File: config.mk
export PLATFORM = sky130hd
export DESIGN_NAME = lps_sequencer
export DESIGN_NICKNAME = d
export VERILOG_FILES = /design/src/shared/lps_pkg.sv /design/src/core/lps_sequencer.sv
export SDC_FILE = /design/constraint.sdc
export NUM_CORES = 1
export LEC_CHECK = 0
export BUFFER_PORTS_ARGS = -buffer_cell sky130_fd_sc_hd__buf_2
export CAP_MARGIN = 20
export CORE_MARGIN = 2
export CORE_UTILIZATION = 45
export DETAILED_ROUTE_END_ITERATION = 8
export GPL_TIMING_DRIVEN = 0
export SYNTH_ARGS = -nofsm -noshare
export SYNTH_HDL_FRONTEND = slang
export SYNTH_SLANG_ARGS = --single-unit
export TNS_END_PERCENT = 1
File: constraint.sdc
create_clock -name ref_clk -period 8.75 [get_ports ref_clk]
set_clock_uncertainty 0.2 [all_clocks]
set_input_delay 0 -clock ref_clk [delete_from_list [all_inputs] [get_ports ref_clk]]
set_output_delay 0 -clock ref_clk [all_outputs]
set_load 0.02 [all_outputs]
File: src/shared/lps_pkg.sv
// Purpose: shared constants and types of the resonant controller sequencer
// Assumes: 125 MHz reference clock
// Notes:   times are kept in their own unit, cycle counts are derived
package lps_pkg;
	localparam int CLK_PERIOD_NS   = 8;
	// mains blanking, selection charge and enable-pin blanking, in microseconds
	localparam int T_MAINS_OUT_US  = 450;
	localparam int T_MAINS_IN_US   = 47;
	localparam int T_SELECT_US     = 26;
	localparam int T_EN_BLANK_US   = 320;
	localparam int T_SR_DELAY_NS   = 250;
	localparam int MAINS_OUT_CYC   = (T_MAINS_OUT_US * 1000) / CLK_PERIOD_NS;
	localparam int MAINS_IN_CYC    = (T_MAINS_IN_US * 1000) / CLK_PERIOD_NS;
	localparam int SELECT_CYC      = (T_SELECT_US * 1000) / CLK_PERIOD_NS;
	localparam int EN_BLANK_CYC    = (T_EN_BLANK_US * 1000) / CLK_PERIOD_NS;
	localparam int SR_DELAY_CYC    = (T_SR_DELAY_NS + CLK_PERIOD_NS - 1) / CLK_PERIOD_NS;
	// rectifier soft ramp, on-time in seventieths of the full value
	localparam int RAMP_STEP_CYCLES = 16;
	localparam int RAMP_TOTAL       = 128;
	localparam logic [6:0] RAMP_BASE = 7'h07;
	localparam logic [6:0] RAMP_INC  = 7'h09;
	localparam logic [6:0] RAMP_FULL = 7'h46;
	// register port
	localparam logic [3:0] CTRL_OFS   = 4'h0;
	localparam logic [3:0] STATUS_OFS = 4'h4;
	localparam int CTRL_SR_EN_BIT     = 0;
	localparam logic [7:0] CTRL_RESET = 8'h00;
	// comparator results, as seen on the pins
	typedef struct packed {
		logic supply_on;
		logic mains_ok;
		logic mains_hi;
		logic overload;
		logic timer_hi;
		logic timer_lo;
		logic enable_hi;
		logic burst_low;
		logic burst_high;
	} lps_cmp_t;
	typedef enum logic [0:0] {OL_RUN, OL_SHUT} lps_ol_t;
	typedef enum logic [1:0] {SEL_WAIT, SEL_CHARGE, SEL_BLANK, SEL_DONE} lps_sel_t;
endpackage : lps_pkg

File: src/core/lps_sequencer.sv
// Purpose: protection, soft ramp and burst selection sequencing
// Assumes: resetn is the supply power-on reset; events are one-cycle pulses
// Notes:   analog sources are driven by the enable outputs only
// Notes on behaviour
// - first rectifier on-time one tenth, 16 cycles
// - seven steps of 16 cycles, full after 112
// - mains detector blanked 450 us out, 47 us in
// - mains-high result selects rectifier turn-on delay
// - rectifier gate rises 250 ns after primary
// - overload beyond blanking forces all gates off
// - restart only after restart time, with soft start
// - timer charge on overload, off at trip
// - timer upper trip turns all gates off
// - timer below lower level restarts with soft start
// - enable pin low in operation latches stop
// - stop latch cleared only by power-on reset
// - burst selection runs once after first supply-on
// - selection source added to enable-pin source
// - sample enable pin once 26 us later
// - burst stop only when burst mode selected
// - selection source off right after sample
// - enable pin ignored 320 us after selection
// - burst stop after high-side cycle, resume above
`timescale 1ns/10ps
`default_nettype none
module lps_sequencer
	import lps_pkg::*;
#(
	parameter int MAINS_OUT_CYCLES = MAINS_OUT_CYC,
	parameter int MAINS_IN_CYCLES  = MAINS_IN_CYC,
	parameter int EN_BLANK_CYCLES  = EN_BLANK_CYC
) (
	// clock and power-on reset
	input  wire logic       ref_clk,
	input  wire logic       resetn,
	// comparator results and switching events
	input  wire lps_cmp_t   cmp_raw,
	input  wire logic       cycle_start,
	input  wire logic       hs_cycle_end,
	input  wire logic [1:0] pri_rise,
	// register port
	input  wire logic [3:0] reg_addr,
	input  wire logic [7:0] reg_wdata,
	input  wire logic       reg_wr,
	input  wire logic       reg_rd,
	output logic      [7:0] reg_rdata,
	// gate and source controls
	output logic            gate_enable,
	output logic            sr_gate_enable,
	output logic      [6:0] sr_on_frac,
	output logic      [1:0] sr_rise,
	output logic            timer_charge_current,
	output logic            selection_current,
	output logic            enable_pin_current,
	output logic            burst_operation,
	output logic            soft_start_req,
	output logic            overload_protect,
	output logic            latched_off
);
	localparam int CW = 17;
	localparam int NC = $bits(lps_cmp_t);
	localparam int SEL_LAST = SELECT_CYC - 1;

	initial begin
		if (MAINS_OUT_CYCLES < 1 || MAINS_OUT_CYCLES >= (1 << CW) ||
		    MAINS_IN_CYCLES < 1 || MAINS_IN_CYCLES >= (1 << CW) ||
		    EN_BLANK_CYCLES < 1 || EN_BLANK_CYCLES >= (1 << CW))
			$error("blanking count out of counter range");
	end

	// two flops per comparator; stage one feeds stage two only
	logic [NC-1:0] sync1_reg;
	logic [NC-1:0] sync2_reg;
	genvar gi;
	generate
		for (gi = 0; gi < NC; gi++) begin : g_sync
			always_ff @(posedge ref_clk or negedge resetn) begin
				if (!resetn) begin
					sync1_reg[gi] <= 1'b0;
					sync2_reg[gi] <= 1'b0;
				end else begin
					sync1_reg[gi] <= cmp_raw[gi];
					sync2_reg[gi] <= sync1_reg[gi];
				end
			end
		end
	endgenerate
	lps_cmp_t cs;
	assign cs = lps_cmp_t'(sync2_reg);

	// register port: one control, one status
	logic [7:0] ctrl_reg;
	logic       sr_enable;
	assign sr_enable = ctrl_reg[CTRL_SR_EN_BIT];
	always_ff @(posedge ref_clk or negedge resetn) begin
		if (!resetn) ctrl_reg <= CTRL_RESET;
		else if (reg_wr && reg_addr == CTRL_OFS) ctrl_reg <= reg_wdata;
	end

	// mains brown-out qualifier; the window to cross depends on the present state
	logic          mains_ok_reg;
	logic [CW-1:0] mains_cnt_reg;
	logic [CW-1:0] mains_last;
	logic          mains_diff;
	assign mains_last = mains_ok_reg ? CW'(MAINS_IN_CYCLES - 1) : CW'(MAINS_OUT_CYCLES - 1);
	assign mains_diff = cs.mains_ok != mains_ok_reg;
	always_ff @(posedge ref_clk or negedge resetn) begin
		if (!resetn) begin
			mains_ok_reg  <= 1'b0;
			mains_cnt_reg <= '0;
		end else if (!mains_diff) begin
			mains_cnt_reg <= '0;
		end else if (mains_cnt_reg == mains_last) begin
			mains_ok_reg  <= cs.mains_ok;
			mains_cnt_reg <= '0;
		end else begin
			mains_cnt_reg <= mains_cnt_reg + 1'b1;
		end
	end

	// burst selection, runs once per power-on since nothing returns to wait
	lps_sel_t      sel_reg;
	lps_sel_t      sel_next;
	logic [CW-1:0] sel_cnt_reg;
	logic          sel_end;
	logic          burst_en_reg;
	assign sel_end = (sel_reg == SEL_CHARGE) ? (sel_cnt_reg == CW'(SEL_LAST)) :
	                 (sel_cnt_reg == CW'(EN_BLANK_CYCLES - 1));
	always_comb begin
		sel_next = sel_reg;
		case (sel_reg)
			SEL_WAIT:   if (cs.supply_on) sel_next = SEL_CHARGE;
			SEL_CHARGE: if (sel_end) sel_next = SEL_BLANK;
			SEL_BLANK:  if (sel_end) sel_next = SEL_DONE;
			default:    sel_next = SEL_DONE;
		endcase
	end
	always_ff @(posedge ref_clk or negedge resetn) begin
		if (!resetn) begin
			sel_reg      <= SEL_WAIT;
			sel_cnt_reg  <= '0;
			burst_en_reg <= 1'b0;
		end else begin
			sel_reg     <= sel_next;
			sel_cnt_reg <= (sel_next != sel_reg) ? '0 : sel_cnt_reg + 1'b1;
			if (sel_reg == SEL_CHARGE && sel_end) burst_en_reg <= cs.enable_hi;
		end
	end

	// overload timer state; the capacitor itself times blanking and restart
	lps_ol_t ol_reg;
	lps_ol_t ol_next;
	logic    ol_restart;
	assign ol_restart = (ol_reg == OL_SHUT) && cs.timer_lo;
	always_comb begin
		ol_next = ol_reg;
		case (ol_reg)
			OL_RUN:  if (cs.timer_hi) ol_next = OL_SHUT;
			default: if (cs.timer_lo) ol_next = OL_RUN;
		endcase
	end

	// stop latch and burst pause
	logic latch_next;
	logic burst_idle_reg;
	logic burst_idle_next;
	logic run_next;
	assign latch_next = latched_off || (sel_reg == SEL_DONE && !cs.enable_hi);
	assign burst_idle_next = !burst_en_reg ? 1'b0 :
	                         burst_idle_reg ? !cs.burst_high :
	                         (cs.burst_low && hs_cycle_end);
	assign run_next = mains_ok_reg && ol_next == OL_RUN && !latch_next &&
	                  !burst_idle_next && (sel_reg == SEL_BLANK || sel_reg == SEL_DONE);

	// rectifier soft ramp, counted in switching cycles
	logic [6:0] ramp_cnt_reg;
	logic [6:0] ramp_cnt_next;
	logic       ramp_done_reg;
	logic       ramp_done_next;
	logic       sr_next;
	logic [2:0] ramp_level;
	logic [6:0] frac_next;
	assign sr_next = sr_enable && run_next;
	assign ramp_done_next = sr_next && (ramp_done_reg ||
	                        (sr_gate_enable && cycle_start && ramp_cnt_reg == 7'(RAMP_TOTAL - 1)));
	assign ramp_cnt_next = !sr_next ? 7'h00 :
	                       (sr_gate_enable && cycle_start && !ramp_done_reg &&
	                        ramp_cnt_reg != 7'(RAMP_TOTAL - 1)) ? ramp_cnt_reg + 7'h01 :
	                       ramp_cnt_reg;
	// level changes every sixteen cycles; the last level is the full value
	assign ramp_level = ramp_done_next ? 3'h7 : ramp_cnt_next[6:4];
	assign frac_next = RAMP_BASE + 7'(ramp_level * RAMP_INC);

	// rectifier turn-on delay per side, only when mains is high
	logic [5:0] dly_cnt_reg [2];
	logic [1:0] rise_next;
	generate
		for (gi = 0; gi < 2; gi++) begin : g_dly
			assign rise_next[gi] = sr_gate_enable && ((pri_rise[gi] && !cs.mains_hi) ||
			                       dly_cnt_reg[gi] == 6'h01);
			always_ff @(posedge ref_clk or negedge resetn) begin
				if (!resetn) dly_cnt_reg[gi] <= 6'h00;
				else if (!sr_gate_enable) dly_cnt_reg[gi] <= 6'h00;
				else if (pri_rise[gi] && cs.mains_hi) dly_cnt_reg[gi] <= 6'(SR_DELAY_CYC);
				else if (dly_cnt_reg[gi] != 6'h00) dly_cnt_reg[gi] <= dly_cnt_reg[gi] - 6'h01;
			end
		end
	endgenerate

	// all outputs from flops
	always_ff @(posedge ref_clk or negedge resetn) begin
		if (!resetn) begin
			ol_reg               <= OL_RUN;
			burst_idle_reg       <= 1'b0;
			ramp_cnt_reg         <= 7'h00;
			ramp_done_reg        <= 1'b0;
			gate_enable          <= 1'b0;
			sr_gate_enable       <= 1'b0;
			sr_on_frac           <= RAMP_BASE;
			sr_rise              <= 2'b00;
			timer_charge_current <= 1'b0;
			selection_current    <= 1'b0;
			enable_pin_current   <= 1'b0;
			burst_operation      <= 1'b0;
			soft_start_req       <= 1'b0;
			overload_protect     <= 1'b0;
			latched_off          <= 1'b0;
			reg_rdata            <= 8'h00;
		end else begin
			ol_reg               <= ol_next;
			burst_idle_reg       <= burst_idle_next;
			ramp_cnt_reg         <= ramp_cnt_next;
			ramp_done_reg        <= ramp_done_next;
			gate_enable          <= run_next;
			sr_gate_enable       <= sr_next;
			sr_on_frac           <= frac_next;
			sr_rise              <= rise_next;
			// charge off at the trip and whenever feedback drops
			timer_charge_current <= ol_next == OL_RUN && cs.overload && !cs.timer_hi;
			selection_current    <= sel_next == SEL_CHARGE;
			enable_pin_current   <= sel_next != SEL_WAIT;
			burst_operation      <= burst_en_reg;
			soft_start_req       <= ol_restart;
			overload_protect     <= ol_next == OL_SHUT;
			latched_off          <= latch_next;
			// read data valid only in the cycle after the strobe
			if (reg_rd && reg_addr == CTRL_OFS) reg_rdata <= ctrl_reg;
			else if (reg_rd && reg_addr == STATUS_OFS)
				reg_rdata <= {ramp_done_reg, burst_idle_reg, burst_en_reg, latched_off,
				              ol_reg == OL_SHUT, mains_ok_reg, sr_gate_enable, gate_enable};
			else reg_rdata <= 8'h00;
		end
	end
endmodule : lps_sequencer
`default_nettype wire

==> results.txt <==
- Result of the run: completed
- VDD sags by at most 0.00009994 V.
- Max-slew violations: 0
* Die Area: 0.01205 mm²
- The number of antenna violations at the first check in global routing came to 0.
- In the layout the commonest cells are 108 x dfrtp_1, 55 x buf_2, 36 x nor2_1.
- Maximum number of pins on one net before global-route repair: 63
* Final total negative setup slack: 0 ps
- Global-route wire length before repair: 16.81 mm
- For this design the static power due to leakage is 2.702 nW.
- The synthesized netlist devotes 9.491% of its cell area to compound gates.
- Yosys top cell area share: 53.66%
* Clock latency of the later-clocked register in the worst-skew pair: 380 ps
- After floorplanning, the core was divided into 38 placement rows.
- Summing the sequential cell areas from Yosys gives 55.23% of the chip area.
- For this run, design rule violations remaining after detail routing come to 0.
- Counting flops with a built-in enable in the synthesized netlist gives 0.
- Seq cells post-synth: 111
* Final global-route overflow total: 0
- The biggest area contributor in the post-synthesis netlist is dfrtp_1.
* Number of synthesis warnings: 0
- Kind of start point of the critical path: flop
- Standard cell core area: 0.01089 mm²
- Ports: 55
- The repair_antennas step left the layout with diodes totalling 0.
* Post-route fraction of the period consumed by the critical path: 37.36%
- In the synthesized netlist the async set-or-reset flop fraction comes to 100.0%.
- Path class of the lowest-slack min-delay path: in2reg
- Counting the buffers created by CTS gives 9.
- The floorplan step set the die height to 109.8 µm.
- Largest family of logic cells by synthesized area: simple AND/OR/NAND/NOR gates
* Count of max-cap constraint violations: 0
- Top cells by area, synth: dfrtp_1 54%, ha_1 3.2%, xor2_1 3.1%
* Placer Congestion: 0.8547
* FMAX: 0.3059 GHz
* Commonest non-fill, non-tap cell in the layout: dfrtp_1
* Quantity of gates resized following cts: 0
* Mapped cell area: 0.005036 mm²
- For the worst setup path, the data arrival time is 3340 ps.
* Clock sink count: 111
* Final HPWL DP: 6.996 mm
* Root Driver: clkbuf_8
- Synthesized-area fraction occupied by adder cells: 3.230%
- In this run, the number of DRC markers left after iteration 0 of detailed routing was 151.
- Post-synthesis average cell area: 11.07 µm²
- Worst Max-Slew Pin Slew: 683.5 ps
- Critical path data required time: 8820 ps
* Area growth, synth to finish: 18.71%
- The critical path is of the reg2reg type.
* Die Width: 109.8 µm
* Multiplexer fraction of the synthesized cell area: 3.975%
- Final Hold Violating Endpoints: 0
- For this configuration, the core starts out at a cell density of 46.25%.
- Setup repair after global routing left no endpoint under its margin.
- Synthesized-area fraction occupied by xor and xnor cells: 5.739%
* H-tree Lvls: 3
* Unique cell type count in the Yosys netlist: 55
* Maximum clock insertion buffer count: 2
* Crit path time final: 3269 ps
- Power per cell area: 160.8 mW/mm²
* Worst setup EP type: flop
- Largest fanout of any net on the critical path: 10
- The final layout contains routed wiring with a total length of 10.06 mm.
* Worst hold slack after final layout: 35.87 ps
* Number of global-route vias before repair: 3564
- Cells fill 54.91% of the core in the end.
* Clock edge transition at the registers on the reported setup and hold paths: 100 ps
* Ratio of cells with drive above 1 in the final layout: 17.93%
* CTS tree: built
* Post-DR wirelength/cell: 14.54 µm
- Count of final setup violators: 0
- Post-synth top flop: dfrtp_1
* Detailed-routing iteration count for the pre-antenna-repair pass: 4
- The final layout contains 589 nets.
- Worst relative slew slack: 54.44%
- Dividing the detail-routed via count by the number of cells gives 5.325.
- Of the total synthesized cell area, the portion taken by AND, OR, NAND and NOR gates is 19.40%.
* Synth Instances: 455
- Number of antenna-violating nets in the routed design: 0
* Via Count: 3685
* Number of buffers added on ports: 53
* Total GRT Usage: 18.19%
- Syn_nets: 497
-- cells in the mapped netlist, types with 10 or more instances --
| cell | instances |
|---|---|
| dfrtp_1 | 108 |
| nor2_1 | 36 |
| a21oi_1 | 27 |
| nand2_1 | 27 |
| nor3_1 | 22 |
| xor2_1 | 18 |
| inv_1 | 17 |
| nand3_1 | 16 |
| xnor2_1 | 15 |
| ha_1 | 13 |
| mux2i_1 | 11 |
| nand4_1 | 11 |
| o21ai_0 | 10 |
-- area by class of cell --
cell class / instances / area [µm²]
multi-input combinational: 314 / 2107
fill: 966 / 4910
buffer: 13 / 83.83
tap: 140 / 175.2
inverter: 17 / 63.81
clock inverter: 3 / 15.01
timing repair buffer: 81 / 573.1
sequential: 111 / 2781
clock buffer: 13 / 178.9
-- worst paths after layout --
path                               from  slack, ps  cells past startpoint                 to
setup / recovery                 ol_reg       5480                     11      sr_on_frac[6]
max in group asynchronous        resetn       7320                      4  mains_cnt_reg[11]
setup reg to reg                 ol_reg       5480                     11      sr_on_frac[6]
hold / removal              reg_addr[2]         40                      3       reg_rdata[3]
min in group asynchronous        resetn        420                      3        ctrl_reg[1]
hold reg to reg            sync1_reg[5]        150                      0              cs[5]
-- power by group --
| part | switching [mW] | internal (mW) | total (mW) |
|---|---|---|---|
| combinational | 0.0472 | 0.0514 | 0.0985 |
| sequential | 0.0265 | 0.542 | 0.569 |
| clock | 0.161 | 0.133 | 0.294 |
-- worst max-delay path, stage by stage, from the launching register on --
cell	delay [ps]
dfrtp_1	440
nor2b_1	190
nor4b_1	490
nand3_1	230
clkbuf_1	280
a21oi_1	260
ha_1	280
ha_1	340
a31oi_1	260
nor2b_1	70
nor2_1	90
nor2_1	40
-- repair_timing --
item / in CTS / in global routing
hold endpoints to repair: 155 / 0
buffers inserted: 0 / 0
endpoints found under the setup margin: 0 / 0
hold buffers: 26 / 0
-- cell families (layout without fill, tap and decap cells) --
logic type,Yosys count,count (layout)
AND/OR/NAND/NOR,178,178
flip-flops,111,111
AO/OA/AOI/OAI,71,71
XOR/XNOR,33,33
buffers and inverters,30,127
multiplexers,19,19
adder cells (fa/ha/maj),13,13
-- layer usage --
metal  vias up  wire length [µm]  GRT usage [%]
met5         -                 0              0
met4         0               145          5.967
met3        10               408          5.039
met2        64              4786          30.06
met1      1795              4720          23.07
li1       1816                 -              -
-- through the flow --
| step | total power, mW | std cells | setup slack (ps) | area, µm² |
|---|---|---|---|---|
| floorplan | 0.6304 | 455 | 5870 | 5036 |
| global placement | 0.6638 | 648 | 5482 | 5477 |
| detailed placement | 0.6695 | 650 | 5443 | 5514 |
| CTS | 0.9784 | 692 | 5430 | 5978 |
| global route | 1.018 | 692 | 5146 | 5978 |
| finish | 0.9616 | 692 | 5481 | 5978 |
Power figures use the tool's default switching activity.
